### src/core/bawp_pkg.sv
package bawp_pkg;
    localparam int BAWP_SETS = 3;
    // register map: one 16-byte window per watchpoint set
    localparam logic [7:0] BAWP_OFS_LOW = 8'h00;
    localparam logic [7:0] BAWP_OFS_HIGH = 8'h04;
    localparam logic [7:0] BAWP_OFS_CTL = 8'h08;
    localparam logic [7:0] BAWP_OFS_STAT = 8'h0C;
    localparam logic [7:0] BAWP_SET_STRIDE = 8'h10;
    localparam logic [31:0] BAWP_RST_WORD = 32'h0000_0000;
    // control field positions
    localparam int BAWP_MODE_LSB = 0;
    localparam int BAWP_MASTER_LSB = 2;
    localparam int BAWP_MASTER_W = 6;
    localparam int BAWP_RD_BIT = 8;
    localparam int BAWP_WR_BIT = 9;
    localparam int BAWP_ACT_LSB = 10;
    localparam int BAWP_COMB_BIT = 12;
    localparam int BAWP_COUNT_LSB = 16;
    localparam int BAWP_EXEC_LSB = 16;
    // match modes
    localparam logic [1:0] BAWP_MODE_OFF = 2'h0;
    localparam logic [1:0] BAWP_MODE_SINGLE = 2'h1;
    localparam logic [1:0] BAWP_MODE_RANGE = 2'h2;
    localparam logic [1:0] BAWP_MODE_OUTSIDE = 2'h3;
    // execution state shown in status
    localparam logic [1:0] BAWP_EXEC_IDLE = 2'h0;
    localparam logic [1:0] BAWP_EXEC_SEARCH = 2'h1;
    localparam logic [1:0] BAWP_EXEC_EXPIRED = 2'h3;
    // expiry actions
    localparam logic [1:0] BAWP_ACT_PIN = 2'h0;
    localparam logic [1:0] BAWP_ACT_SWEXC = 2'h1;
    localparam logic [1:0] BAWP_ACT_TRAP = 2'h2;
    // bus master identities, one master_select bit each
    localparam logic [2:0] BAWP_MST_SEQ = 3'h0;
    localparam logic [2:0] BAWP_MST_JIALU = 3'h1;
    localparam logic [2:0] BAWP_MST_KIALU = 3'h2;
    localparam logic [2:0] BAWP_MST_DMA = 3'h3;
    localparam logic [2:0] BAWP_MST_HOST = 3'h4;
    localparam logic [2:0] BAWP_MST_LINK = 3'h5;
    // memory map: external space from this base, internal blocks by index bits
    localparam logic [31:0] BAWP_EXT_BASE = 32'h1000_0000;
    localparam int BAWP_BLK_LSB = 16;
    localparam int BAWP_BLK_MSB = 21;
    // AHB
    localparam logic [1:0] BAWP_HTRANS_NONSEQ = 2'h2;
    localparam logic [1:0] BAWP_HRESP_OKAY = 2'h0;
endpackage

### src/core/bawp_match.sv
`timescale 1ns/1ps
`default_nettype none
module bawp_match
    import bawp_pkg::*;
#(
    parameter bit IS_ZERO = 1'b0
) (
    input wire logic [31:0] low,
    input wire logic [31:0] high,
    input wire logic [31:0] ctl,
    input wire logic txn_valid,
    input wire logic [31:0] txn_addr,
    input wire logic txn_write,
    input wire logic [2:0] txn_master,
    input wire logic txn_fetch,
    input wire logic txn_done,
    input wire logic txn_abort,
    output logic hit
);
    function automatic logic bawp_is_ext(input logic [31:0] a);
        return a >= BAWP_EXT_BASE;
    endfunction

    logic [1:0] mode;
    logic in_block, unlimited, blk_ok, addr_ok, mst_ok, dir_ok, core_ok, dma_ext;
    logic below, above;

    always_comb begin
        mode = ctl[BAWP_MODE_LSB +: 2];
        below = txn_addr < low;
        above = txn_addr > high;
        // region of the transaction must be the region of the low bound
        in_block = (bawp_is_ext(txn_addr) == bawp_is_ext(low)) && (bawp_is_ext(low)
            || txn_addr[BAWP_BLK_MSB:BAWP_BLK_LSB] == low[BAWP_BLK_MSB:BAWP_BLK_LSB]);
        unlimited = IS_ZERO && txn_fetch && (txn_master == BAWP_MST_SEQ);
        blk_ok = in_block || unlimited;
        unique case (mode)
            BAWP_MODE_SINGLE: addr_ok = txn_addr == low;
            BAWP_MODE_RANGE: addr_ok = blk_ok && !below && !above;
            BAWP_MODE_OUTSIDE: addr_ok = blk_ok && (below || above);
            default: addr_ok = 1'b0;
        endcase
        if (IS_ZERO && ctl[BAWP_COMB_BIT]) begin
            addr_ok = 1'b1;
        end
        mst_ok = (txn_master <= BAWP_MST_LINK) && ctl[BAWP_MASTER_LSB + txn_master];
        dir_ok = txn_write ? ctl[BAWP_WR_BIT] : ctl[BAWP_RD_BIT];
        core_ok = (txn_master > BAWP_MST_KIALU) || (txn_done && !txn_abort);
        dma_ext = (txn_master == BAWP_MST_DMA) && bawp_is_ext(low)
            && bawp_is_ext(txn_addr);
        hit = txn_valid && (mode != BAWP_MODE_OFF) && addr_ok && mst_ok && dir_ok
            && core_ok && !dma_ext;
    end
endmodule
`default_nettype wire

### src/core/bawp_top.sv
`timescale 1ns/1ps
`default_nettype none
module bawp_top
    import bawp_pkg::*;
(
    input wire logic clk_sys,
    input wire logic rst_n,
    input wire logic hsel,
    input wire logic [31:0] haddr,
    input wire logic [1:0] htrans,
    input wire logic hwrite,
    input wire logic [2:0] hsize,
    input wire logic [31:0] hwdata,
    input wire logic hready,
    output logic hreadyout,
    output logic [31:0] hrdata,
    output logic [1:0] hresp,
    input wire logic txn_valid,
    input wire logic [31:0] txn_addr,
    input wire logic txn_write,
    input wire logic [2:0] txn_master,
    input wire logic txn_fetch,
    input wire logic txn_done,
    input wire logic txn_abort,
    output logic sw_exception,
    output logic emu_trap,
    output logic emulation_indication_pin
);
    typedef struct packed {
        logic [BAWP_SETS-1:0][31:0] low;
        logic [BAWP_SETS-1:0][31:0] high;
        logic [BAWP_SETS-1:0][31:0] ctl;
        logic [BAWP_SETS-1:0][15:0] cnt;
        logic [BAWP_SETS-1:0][1:0] exec;
        logic dph;
        logic dph_wr;
        logic [7:0] dph_addr;
        logic ready;
        logic [31:0] rdata;
        logic sw_exc;
        logic trap;
        logic pin;
    } bawp_state_type;

    bawp_state_type st, next_st;
    logic [BAWP_SETS-1:0] hit;
    logic [BAWP_SETS-1:0] dec;
    logic [BAWP_SETS-1:0] ctl_wr;

    function automatic logic [1:0] bawp_set_of(input logic [7:0] a);
        return a[5:4];
    endfunction

    function automatic logic bawp_mapped(input logic [7:0] a);
        return (a[7:6] == 2'h0) && (a[5:4] < 2'(BAWP_SETS));
    endfunction

    // one matcher per set, all watching the same bus concurrently
    for (genvar g = 0; g < BAWP_SETS; g++) begin : g_set
        bawp_match #(
            .IS_ZERO(g == 0)
        ) u_match (
            .low(st.low[g]),
            .high(st.high[g]),
            .ctl(st.ctl[g]),
            .txn_valid(txn_valid),
            .txn_addr(txn_addr),
            .txn_write(txn_write),
            .txn_master(txn_master),
            .txn_fetch(txn_fetch),
            .txn_done(txn_done),
            .txn_abort(txn_abort),
            .hit(hit[g])
        );
    end

    always_comb begin
        logic [1:0] ws;
        logic [1:0] rs;
        logic [15:0] init;
        next_st = st;
        ws = bawp_set_of(st.dph_addr);
        rs = bawp_set_of(haddr[7:0]);
        init = 16'h0000;
        next_st.sw_exc = 1'b0;
        next_st.trap = 1'b0;
        next_st.pin = 1'b0;
        next_st.ready = 1'b1;
        // address phase capture; zero wait states
        next_st.dph = hsel && (htrans == BAWP_HTRANS_NONSEQ) && hready;
        if (next_st.dph) begin
            next_st.dph_wr = hwrite;
            next_st.dph_addr = haddr[7:0];
        end
        ctl_wr = '0;
        if (st.dph && st.dph_wr && bawp_mapped(st.dph_addr)
                && (st.dph_addr[3:0] == BAWP_OFS_CTL[3:0])) begin
            ctl_wr[ws] = 1'b1;
        end
        // combining only on sets one and two
        dec[0] = hit[0];
        dec[1] = st.ctl[1][BAWP_COMB_BIT] ? |hit : hit[1];
        dec[2] = st.ctl[2][BAWP_COMB_BIT] ? &hit : hit[2];
        for (int i = 0; i < BAWP_SETS; i++) begin
            if (st.exec[i] == BAWP_EXEC_SEARCH && dec[i]) begin
                next_st.cnt[i] = st.cnt[i] - 16'h0001;
                if (st.cnt[i] == 16'h0001) begin
                    next_st.exec[i] = BAWP_EXEC_EXPIRED;
                    unique case (st.ctl[i][BAWP_ACT_LSB +: 2])
                        BAWP_ACT_SWEXC: next_st.sw_exc = 1'b1;
                        BAWP_ACT_TRAP: next_st.trap = 1'b1;
                        default: next_st.pin = 1'b1;
                    endcase
                end
            end
        end
        // register writes in the data phase; a control write restarts the set
        if (st.dph && st.dph_wr && bawp_mapped(st.dph_addr)) begin
            unique case (st.dph_addr[3:0])
                BAWP_OFS_LOW[3:0]: next_st.low[ws] = hwdata;
                BAWP_OFS_HIGH[3:0]: next_st.high[ws] = hwdata;
                BAWP_OFS_CTL[3:0]: begin
                    init = hwdata[BAWP_COUNT_LSB +: 16];
                    next_st.ctl[ws] = {hwdata[31:13] & 19'h7FFF8, hwdata[12:0]};
                    next_st.cnt[ws] = init;
                    // zero count cannot expire, so it does not start
                    if (hwdata[BAWP_MODE_LSB +: 2] != BAWP_MODE_OFF && init != 16'h0000) begin
                        next_st.exec[ws] = BAWP_EXEC_SEARCH;
                    end else begin
                        next_st.exec[ws] = BAWP_EXEC_IDLE;
                    end
                end
                default: begin
                end
            endcase
        end
        // read data taken from the updated copy so a write is seen at once
        next_st.rdata = 32'h0000_0000;
        if (next_st.dph && !hwrite && bawp_mapped(haddr[7:0])) begin
            unique case (haddr[3:0])
                BAWP_OFS_LOW[3:0]: next_st.rdata = next_st.low[rs];
                BAWP_OFS_HIGH[3:0]: next_st.rdata = next_st.high[rs];
                BAWP_OFS_CTL[3:0]: next_st.rdata = next_st.ctl[rs];
                default: next_st.rdata = {14'h0000, next_st.exec[rs], next_st.cnt[rs]};
            endcase
        end
    end

    always_ff @(posedge clk_sys or negedge rst_n) begin
        if (!rst_n) begin
            st <= '0;
        end else begin
            st <= next_st;
        end
    end

    assign hreadyout = st.ready;
    assign hrdata = st.rdata;
    assign hresp = BAWP_HRESP_OKAY;
    assign sw_exception = st.sw_exc;
    assign emu_trap = st.trap;
    assign emulation_indication_pin = st.pin;

    AST_LOAD_COUNT: assert property (@(posedge clk_sys) disable iff (!rst_n)
        ctl_wr[0] |=> st.cnt[0] == $past(hwdata[31:16]))
        else $error("control write did not load the counter");

    AST_START: assert property (@(posedge clk_sys) disable iff (!rst_n)
        (ctl_wr[1] && hwdata[1:0] != 2'h0 && hwdata[31:16] != 16'h0000)
        |=> st.exec[1] == BAWP_EXEC_SEARCH)
        else $error("non-idle mode did not start the search");

    AST_OFF: assert property (@(posedge clk_sys) disable iff (!rst_n)
        (ctl_wr[2] && hwdata[1:0] == 2'h0) |=> st.exec[2] == BAWP_EXEC_IDLE)
        else $error("disabled mode left the set running");

    AST_DECREMENT: assert property (@(posedge clk_sys) disable iff (!rst_n)
        (st.exec[0] == BAWP_EXEC_SEARCH && hit[0] && !ctl_wr[0])
        |=> st.cnt[0] == $past(st.cnt[0]) - 16'h0001)
        else $error("match did not decrement the counter");

    AST_OR_COMBINE: assert property (@(posedge clk_sys) disable iff (!rst_n)
        (st.exec[1] == BAWP_EXEC_SEARCH && st.ctl[1][12] && hit[2] && !ctl_wr[1])
        |=> st.cnt[1] == $past(st.cnt[1]) - 16'h0001)
        else $error("or combine missed another set's match");

    AST_AND_COMBINE: assert property (@(posedge clk_sys) disable iff (!rst_n)
        (st.ctl[2][12] && !(&hit) && !ctl_wr[2]) |=> $stable(st.cnt[2]))
        else $error("and combine counted a partial match");

    AST_EXPIRE_ACTION: assert property (@(posedge clk_sys) disable iff (!rst_n)
        (st.exec[0] == BAWP_EXEC_SEARCH && hit[0] && st.cnt[0] == 16'h0001
        && !ctl_wr[0] && st.ctl[0][11:10] == 2'h1)
        |=> st.exec[0] == BAWP_EXEC_EXPIRED && sw_exception)
        else $error("expiry did not raise the software exception");

    AST_ABORT_NO_HIT: assert property (@(posedge clk_sys) disable iff (!rst_n)
        (txn_abort && txn_master <= BAWP_MST_KIALU) |-> hit == '0)
        else $error("aborted core transaction matched");

    AST_PIN_ONLY: assert property (@(posedge clk_sys) disable iff (!rst_n)
        (st.exec[2] == BAWP_EXEC_SEARCH && dec[2] && st.cnt[2] == 16'h0001
        && !ctl_wr[2] && st.ctl[2][11:10] == 2'h0) |=> emulation_indication_pin)
        else $error("pin only expiry did not pulse the indication pin");

    AST_NO_REARM: assert property (@(posedge clk_sys) disable iff (!rst_n)
        (st.exec[1] == BAWP_EXEC_EXPIRED && !ctl_wr[1])
        |=> st.exec[1] == BAWP_EXEC_EXPIRED && st.cnt[1] == 16'h0000)
        else $error("expired watchpoint rearmed itself");

    AST_STATUS_READ: assert property (@(posedge clk_sys) disable iff (!rst_n)
        (hsel && htrans == 2'h2 && hready && !hwrite && haddr[7:0] == 8'h0C)
        |=> hrdata[17:16] == st.exec[0] && hrdata[15:0] == st.cnt[0])
        else $error("status read does not show counter and state");
endmodule
`default_nettype wire

### config.mk
export PLATFORM = sky130hd
export DESIGN_NAME = bawp_top
export DESIGN_NICKNAME = d
export VERILOG_FILES = /design/src/core/bawp_pkg.sv /design/src/core/bawp_match.sv /design/src/core/bawp_top.sv
export SDC_FILE = /design/constraint.sdc
export NUM_CORES = 1
export LEC_CHECK = 0
export ABC_AREA = 1
export BUFFER_PORTS_ARGS = -buffer_cell sky130_fd_sc_hd__buf_2
export CAP_MARGIN = 40
export CELL_PAD_IN_SITES_DETAIL_PLACEMENT = 0
export CELL_PAD_IN_SITES_GLOBAL_PLACEMENT = 2
export CORE_MARGIN = 1.5
export CORE_UTILIZATION = 32
export CTS_CLUSTER_DIAMETER = 200
export DETAILED_ROUTE_END_ITERATION = 12
export GPL_ROUTABILITY_DRIVEN = 0
export PLACE_DENSITY = 0.87
export RECOVER_POWER = 50
export SKIP_CTS_REPAIR_TIMING = 1
export SLEW_MARGIN = 10
export SYNTH_ARGS = -nofsm -noshare
export SYNTH_HDL_FRONTEND = slang
export SYNTH_HIERARCHICAL = 1
export SYNTH_SLANG_ARGS = --single-unit
### constraint.sdc
create_clock -name clk_sys -period 3.01 [get_ports clk_sys]
set_input_delay 0.4515 -clock clk_sys [delete_from_list [all_inputs] [get_ports clk_sys]]
set_output_delay 0.4515 -clock clk_sys [all_outputs]
set_load 0.02 [all_outputs]
# [After elaboration in Yosys (flattened, before gate mapping)]
# Index checks and enable logic that the tools add are counted.
[totals] inputBits=114 register_bits=388 out_inout_bits=38 wordCells=240
[classes] n_eq_ne=36 order_cmp=18 add_sub_neg=4 muxes=66 reduce_logical=88 bitwise=5
[ops] operator="$mux 342" n=1
[ops] operator="$bwmux 96" n=3
[ops] operator="$bmux 32 s2" n=3
[ops] operator="$mux 96" n=2
[ops] operator="$mux 32" n=5
[ops] operator="$mux 150" n=1
[ops] operator="$ge 32x29->1 const B" n=4
[ops] operator="$eq 32x32->1" n=3
[ops] operator="$gt 32x32->1" n=3
[ops] operator="$lt 32x32->1" n=3
[ops] operator="$pmux 32 s3" n=1
[ops] operator="$mux 16" n=5
[ops] operator="$demux 32 s2" n=1
[ops] operator="$logic_and 1x1->1" n=54
[ops] operator="$bwmux 48" n=1
[ops] operator="$eq 16x1->1 const B" n=3
[ops] operator="$sub 16x1->16 const B" n=3
[ops] operator="$bmux 16 s2" n=1
[ops] operator="$demux 16 s2" n=1
[ops] operator="$lt 32x6->1 const B" n=1
[ops] operator="$eq 2x2->1 const B" n=10
[ops] operator="$eq 2x1->1 const B" n=9
[ops] operator="$eq 6x6->1" n=3
[ops] operator="$mux 1" n=18
[ops] operator="32 further kinds" n=78

# [Logic depth before layout (Yosys ltp)]
# Gate-level depths: netlist (run 1).
[depth] ltp_word=25 depth_mapped=34 mapped_depth_nobuf=34

# [Cells and area by module]
# Netlist (run 1), hierarchy kept.
[modules_own_cells] mod="bawp_top" cells_each=2663 n_inst=1 area_each_um2=20073.0 seq_area_each_um2=9709.3
[modules_own_cells] mod="bawp_match at g_set[1].u_match ..." cells_each=344 n_inst=2 area_each_um2=2060.7 seq_area_each_um2=0.0
[modules_own_cells] mod="bawp_match at g_set[0].u_match" cells_each=342 n_inst=1 area_each_um2=2098.3 seq_area_each_um2=0.0

# [Worst setup path before layout (run 1)]
# No wires, ideal clock.
[synth_timing] path_type="input port to flip-flop" start="input port txn_addr[29]" end="register st, in the netlist hrdata[9]" t_required_ps=2896 t_arrival_ps=2856 path_slack_ps=40 cell_stages=23 n_path_buf=0 path_cell_list="ha_1 > a21oi_1 > nor2_1 > nor3_1 > nand2_1 > a21oi_1 > nand2_1 > nand2_1 > nand3_1 > nand3_1 > nand2_1 > inv_1 > nand3_1 > nor2_2 > nand2_1 > o21ai_0 > nand2_1 > o21ai_0 > nand2_1 > nand3_1 > nand2_1 > inv_1 > nor2_1"
[synth_rtl] item="start: declaration" line="bawp_top.sv:19" text="input wire logic [31:0] txn_addr,"
[synth_rtl] item="end signal: assignment" line="bawp_top.sv:153" text="st <= next_st;"
[synth_rtl] item="end: declaration" line="bawp_top.sv:45" text="bawp_state_type st, next_st;"

==> impl_metrics.env, run 1 <==
export IMPL_status="complete, but fails checks"
export IMPL_violations="capacitance limit, slew limit, setup timing"
export IMPL_worst_slack_ns=-0.532
export IMPL_grt_pass1_wl_um=154000
export IMPL_synth_top_cell_area_share=0.369
export IMPL_track_usage=0.245
export IMPL_final_cells=5067
export IMPL_die_h_um=290
export IMPL_maxSlewHeadroom=-0.0124
export IMPL_grt_pass1_vias=24400
export IMPL_start_kind="flip-flop"
export IMPL_drv_cap=1
export IMPL_drt_first_pass_iters=7
export IMPL_rsz0062_at_grt="true"
export IMPL_muxShareOfSynthArea=0.000381
export IMPL_synth_cell_types=53
export IMPL_crit_required_ns=3.51
export IMPL_finalPower_w=0.0135
export IMPL_synth_xor_xnor_area_share=0.00633
export IMPL_fin_crit_ns=3.54
export IMPL_clock_skew_ns=0.0323
export IMPL_worst_pin_slew_ns=1.52
export IMPL_io_pins=152
export IMPL_yosysWarnings=6
export IMPL_critPathKind="flip-flop to flip-flop"
export IMPL_pre_cts_ws_ns=-1.10
export IMPL_clk_pin_slew_worst_paths_ns=0.06
export IMPL_synth_top_family_by_area="simple AND/OR/NAND/NOR gates"
export IMPL_hold_viol=0
export IMPL_synth_fa_ha_area_frac=0.101
export IMPL_htree_levels=2
export IMPL_synth_edff_count=0
export IMPL_drive_above_1_share=0.194
export IMPL_antenna_found_initial=1
export IMPL_core_area_mm2=0.0809
export IMPL_cts_buffer_depth=3
export IMPL_cp_end_kind="flip-flop"
export IMPL_cp_slowest_stage_delay_ns=0.36
export IMPL_setup_viol=54
export IMPL_crit_top_cell="nand2_2"
export IMPL_final_cell_mix="nand2_1 (1052), inv_1 (513), dfrtp_1 (388), buf_4 (254), nor2_1 (204)"
export IMPL_placed_area_mm2=0.0297
export IMPL_crit_fanout=5
export IMPL_p_per_area_mw_per_mm2=417
export IMPL_final_common_cell="nand2_1"
export IMPL_cts_tree="built"
export IMPL_port_buffers=122
export IMPL_synth_area_mm2=0.0263
export IMPL_place_hpwl_um=78800
export IMPL_ys_flop_type="dfrtp_1"
export IMPL_dpl_cell_count=4964
export IMPL_slowest_stage="dfrtp_1"
export IMPL_chipWidth_um=290
export IMPL_max_freq_mhz=282
export IMPL_fillers=8600
export IMPL_synth_top_cell_by_area="dfrtp_1"
export IMPL_worst_ep_arrival_time_ns=4.04
export IMPL_ir_drop_v=0.000431
export IMPL_ys_seq_area_frac=0.369
export IMPL_wl_um=103000
export IMPL_grt_overflow=0
export IMPL_rows=104
export IMPL_syn_area_per_cell_um2=7.12
export IMPL_synth_seq_cells=388
export IMPL_syn_inst=3693
export IMPL_cts_buffers=48
export IMPL_drt_iter0_drc=2082
export IMPL_hold_ws_ns=0.106
export IMPL_die_area_mm2=0.0839
export IMPL_synth_simple_gate_area_frac=0.277
export IMPL_drc=0
export IMPL_grt_start_max_net_pins=84
export IMPL_vias=25100
export IMPL_initial_core_util=0.325
export IMPL_synth_compound_area_frac=0.127
export IMPL_nets=4296
export IMPL_period_share=1.18
export IMPL_final_area_mm2=0.0323
export IMPL_leakagePower_nw=18.3
export IMPL_wire_per_inst_um=20.4
export IMPL_async_flop_share=1.00
export IMPL_antenna_left=0
export IMPL_cts_sinks=388
export IMPL_ys_top_cells_by_area="dfrtp_1 (37%), nand2_1 (16%), ha_1 (10%), inv_1 (7.7%), nand3_1 (4.1%)"
export IMPL_hp_class="primary input to flip-flop"
export IMPL_drv_slew=54
export IMPL_viasPerCell=4.95
export IMPL_clk_latency_ns=0.61
export IMPL_areaGrowthSynthToFinish_pct=23.0
export IMPL_cts_root_buf="clkbuf_16"
routing by layer:
layer  track usage  vias to the layer above  routed length, um
met5             0                        -                  0
met4        0.0661                        0               2830
met3        0.0264                      134               4630
met2         0.425                      655              50600
met1         0.322                    11900              45200
li1              -                    12400                  -
state kept, by name (all words and copies together) (netlist names):
signal	cells
emulation_indication_pin	1
emu_trap	1
st	352
hrdata	32
sw_exception	1
hreadyout	1
layout make-up:
| cell class | count | area (um^2) | share of cell area |
|---|---|---|---|
| multi-input combinational | 2543 | 14400 | 0.445 |
| antenna | 2 | 5.00 | 0.000155 |
| timing repair buffer | 417 | 3100 | 0.0957 |
| clock buffer | 66 | 1320 | 0.0408 |
| clock inverter | 20 | 332 | 0.0103 |
| tap | 1060 | 1330 | 0.0410 |
| timing repair inverter | 1 | 7.51 | 0.000232 |
| inverter | 570 | 2150 | 0.0666 |
| sequential | 388 | 9710 | 0.300 |
critical path, delay by kind of cell (launching register included):
kind,cells,cell delay (ns)
simple gates,20,2.14
buf+inv,4,0.46
flops,1,0.36
fa+ha+maj,1,0.28
compound gates,2,0.18
cell families (layout without fill, tap and decap cells):
logic type / count (synthesis) / after routing
AO/OA/AOI/OAI: 586 / 586
XOR/XNOR: 19 / 19
adder cells (fa/ha/maj): 213 / 213
buffers and inverters: 763 / 1074
flip-flops: 388 / 388
multiplexers: 1 / 1
other: 2 / 5
AND/OR/NAND/NOR: 1721 / 1721
where the power goes:
part	switching [W]	internal, W
registers	0.0000868	0.00534
clock network	0.00252	0.00376
logic	0.00121	0.000578
total	0.00382	0.00968
cells in the mapped netlist (all sizes together), types with 3 or more instances:
cell type and n:
nor2 248, xnor2 3, inv 561, o221ai 4, ha 213, xor2 16
nor3 24, o211ai 72, o21a 28, dfrtp 388, nor4 4, nand4 77
and2 6, buf 102, a21o 3, a21boi 8, clkinv 9, nand3 227
a21oi 126, o21ai 324, o2111ai 6, o22ai 10, nand2 1121, clkbuf 91
or2 8, a211oi 3
path summary, 6_finish.rpt:
| path | depth (start not counted) | slack, ns | from | end |
|---|---|---|---|---|
| worst max-delay path | 27 | -0.53 | st[323] | hrdata[8] |
| worst min-delay path | 3 | 0.11 | haddr[1] | st[37] |
| worst max register to register | 27 | -0.53 | st[323] | hrdata[8] |
| worst min register to register | 2 | 0.48 | st[128] | st[128] |
| max in group asynchronous | 3 | 0.32 | rst_n | hrdata[0] |
| min in group asynchronous | 2 | 0.76 | rst_n | st[208] |
metrics by stage:
step	TNS [ns]	util
2_1_floorplan	0	-
4_1_cts	-35.42	0.387
3_3_place_gp	-45.47	0.367
6_report	-11.13	0.400
3_5_place_dp	-46.76	0.367
5_1_grt	-28.58	0.400
Note: power is estimated with default switching activity, not from simulation.
==> run 2: changes to the inputs <==
ABC_AREA = not set   (was 1)
CORE_UTILIZATION = 36   (was 32)
PLACE_DENSITY = 0.89   (was 0.87)
==> impl_metrics.env, run 2 <==
export IMPL_grt_overflow=0
export IMPL_synth_top_cell_area_share=0.383
export IMPL_die_h_um=268
export IMPL_muxShareOfSynthArea=0.0827
export IMPL_synth_compound_area_frac=0.166
export IMPL_drt_iter0_drc=2992
export IMPL_final_area_mm2=0.0339
export IMPL_p_per_area_mw_per_mm2=429
export IMPL_nets=3618
export IMPL_drc=0
export IMPL_maxSlewHeadroom=-0.366
export IMPL_gr_max_usage_layer="met2"
export IMPL_path_delay_family="simple AND/OR/NAND/NOR gates"
export IMPL_use_met1=0.406
export IMPL_cts_root_buf="clkbuf_16"
export IMPL_synth_top_family_by_area="simple AND/OR/NAND/NOR gates"
export IMPL_syn_inst=2755
export IMPL_areaGrowthSynthToFinish_pct=33.6
export IMPL_ys_seq_area_frac=0.383
export IMPL_drt_first_pass_iters=7
export IMPL_synth_simple_gate_area_frac=0.178
export IMPL_use_met2=0.436
export IMPL_critical_path_buf_inv_count=3
export IMPL_yosysWarnings=6
export IMPL_max_freq_mhz=229
export IMPL_synth_edff_count=0
export IMPL_grt_pass1_vias=24300
export IMPL_cts_buffers=42
export IMPL_ys_top_cells_by_area="dfrtp_1 (38%), ha_1 (11%), nand2_1 (6.5%), mux2_2 (6.1%), a21oi_1 (3.8%)"
export IMPL_period_share=1.45
export IMPL_crit_chain="inv_1 -> ha_4 -> nand4_1 -> nor3_2 -> nand2_2 -> a2111oi_4 -> nor3_2 -> or4_1 -> o211ai_1 -> clkbuf_16 -> nand4bb_4 -> or3_4 -> buf_6 -> o21a_1 -> nor3_2 -> o2bb2ai_1 -> o311a_1"
export IMPL_start_kind="flip-flop"
export IMPL_critPathKind="flip-flop to flip-flop"
export IMPL_rows=97
export IMPL_ys_flop_type="dfrtp_1"
export IMPL_regArea_mm2=0.00972
export IMPL_place_hpwl_um=83400
export IMPL_cts_tree="built"
export IMPL_wl_um=110000
export IMPL_crit_fanout=5
export IMPL_status="complete, but fails checks"
export IMPL_synth_cell_types=107
export IMPL_synth_most_common_cell="nand2_1"
export IMPL_syn_area_per_cell_um2=9.20
export IMPL_hold_viol=0
export IMPL_cts_sinks=388
export IMPL_synth_top_cell_by_area="dfrtp_1"
export IMPL_cp_slowest_stage_delay_ns=0.51
export IMPL_cts_buffer_depth=3
export IMPL_setup_viol=71
export IMPL_fin_crit_ns=4.37
export IMPL_use_met3=0.0727
export IMPL_core_area_mm2=0.0699
export IMPL_clk_pin_slew_worst_paths_ns=0.07
export IMPL_synth_xor_xnor_area_share=0.0111
export IMPL_clock_skew_ns=0.0167
export IMPL_worst_ep_arrival_time_ns=4.82
export IMPL_cp_end_kind="flip-flop"
export IMPL_final_common_cell="buf_4"
export IMPL_async_flop_share=1.00
export IMPL_antenna_left=0
export IMPL_vias=25200
export IMPL_rsz0062_at_grt="true"
export IMPL_antenna_found_initial=4
export IMPL_drv_cap=1
export IMPL_crit_required_ns=3.46
export IMPL_placed_area_mm2=0.0310
export IMPL_synth_common_cells="nand2_1 (438), dfrtp_1 (388), inv_1 (231)"
export IMPL_worst_pin_slew_ns=2.05
export IMPL_port_buffers=122
export IMPL_finalPower_w=0.0145
export IMPL_worst_slack_ns=-1.36
export IMPL_initial_core_util=0.363
export IMPL_largest_reg_flops=352
export IMPL_fillers=6447
export IMPL_ir_drop_v=0.000352
export IMPL_grt_pass1_wl_um=158000
export IMPL_wire_per_inst_um=25.9
export IMPL_die_area_mm2=0.0720
export IMPL_hp_class="primary input to flip-flop"
export IMPL_synth_seq_cells=388
export IMPL_chipWidth_um=268
export IMPL_leakagePower_nw=15.9
export IMPL_pre_cts_ws_ns=-1.61
export IMPL_io_pins=152
export IMPL_drive_above_1_share=0.344
export IMPL_clk_latency_ns=0.57
export IMPL_htree_levels=2
export IMPL_multiInputGateArea_mm2=0.0153
export IMPL_violations="capacitance limit, slew limit, setup timing"
export IMPL_postLayoutCoreUtil=0.485
export IMPL_synth_fa_ha_area_frac=0.105
export IMPL_crit_top_cell="nor3_2"
export IMPL_synth_area_mm2=0.0254
export IMPL_slowest_stage="or4_1"
export IMPL_drv_slew=68
export IMPL_top_register="st"
export IMPL_track_usage=0.295
export IMPL_grt_start_max_net_pins=77
export IMPL_viasPerCell=5.91
export IMPL_final_cell_mix="buf_4 (502), nand2_1 (433), dfrtp_1 (383), inv_1 (218), ha_1 (185)"
==> run 2: cell count changes in the layout (fill, tap and decap cells not counted), moves of 134 or more <==
cell / before / now
buf_4: 254 / 502
inv_1: 513 / 218
mux2_2: 0 / 134
nand2_1: 1052 / 433
nand3_1: 183 / 27
o21ai_0: 185 / 47
==> run 2: per-stage QoR <==
| stage | hold slack [ns] | TNS (ns) | cells |
|---|---|---|---|
| 2_1_floorplan | 0.156 | -17.98 | 2756 |
| 3_3_place_gp | 0.453 | -76.90 | 4143 |
| 3_5_place_dp | 0.458 | -81.98 | 4146 |
| 4_1_cts | -0.117 | -73.59 | 4216 |
| 5_1_grt | 0.119 | -84.16 | 4259 |
| 6_report | 0.106 | -69.69 | 4259 |
==> run 2: logic make-up (layout without fill, tap and decap cells) <==
kind of cell             count (synthesis)  after routing
multiplexers                           169            169
XOR/XNOR                                32             32
flip-flops                             388            388
adder cells (fa/ha/maj)                213            213
AND/OR/NAND/NOR                        905            906
AO/OA/AOI/OAI                          609            609
buffers and inverters                  437            997
other                                    2              5
==> run 2: cell type report <==
type | count | share of cell area
clock inverters | 13 | 0.00665
repair buffers | 692 | 0.156
multi-input cells | 1932 | 0.453
diodes | 2 | 0.000148
inverters | 235 | 0.0264
clock buffers | 57 | 0.0360
flip-flops and latches | 388 | 0.287
well taps | 940 | 0.0347
==> run 2: worst paths after layout <==
path | start | end | slack [ns] | cells after the start
max | st[381] | hrdata[9] | -1.36 | 17
min | haddr[7] | st[43] | 0.11 | 3
max reg2reg | st[381] | hrdata[9] | -1.36 | 17
min reg2reg | st[152] | st[152] | 0.47 | 2
max in group asynchronous | rst_n | st[344] | 0.14 | 3
min in group asynchronous | rst_n | hreadyout | 0.98 | 2
==> run 2: metal layers <==
metal	routed length, um	up-vias
li1	-	11000
met4	5980	0
met2	46500	1517
met1	45400	12300
met5	0	-
met3	12200	300
==> run 2: worst register-to-register path, delay by kind of cell (launching register included) <==
family / cells / cell delay, ns
compound gates: 5 / 1.14
buf+inv: 3 / 0.47
flops: 1 / 0.42
fa+ha+maj: 1 / 0.28
simple gates: 8 / 1.97
==> run 2: power by group <==
part	switching, W	leakage [nW]	internal (W)	total (W)
clock network	0.00227	0.702	0.00326	0.00554
logic	0.00189	10.9	0.00131	0.00320
registers	0.000289	4.31	0.00550	0.00579
total	0.00445	15.9	0.0101	0.0145
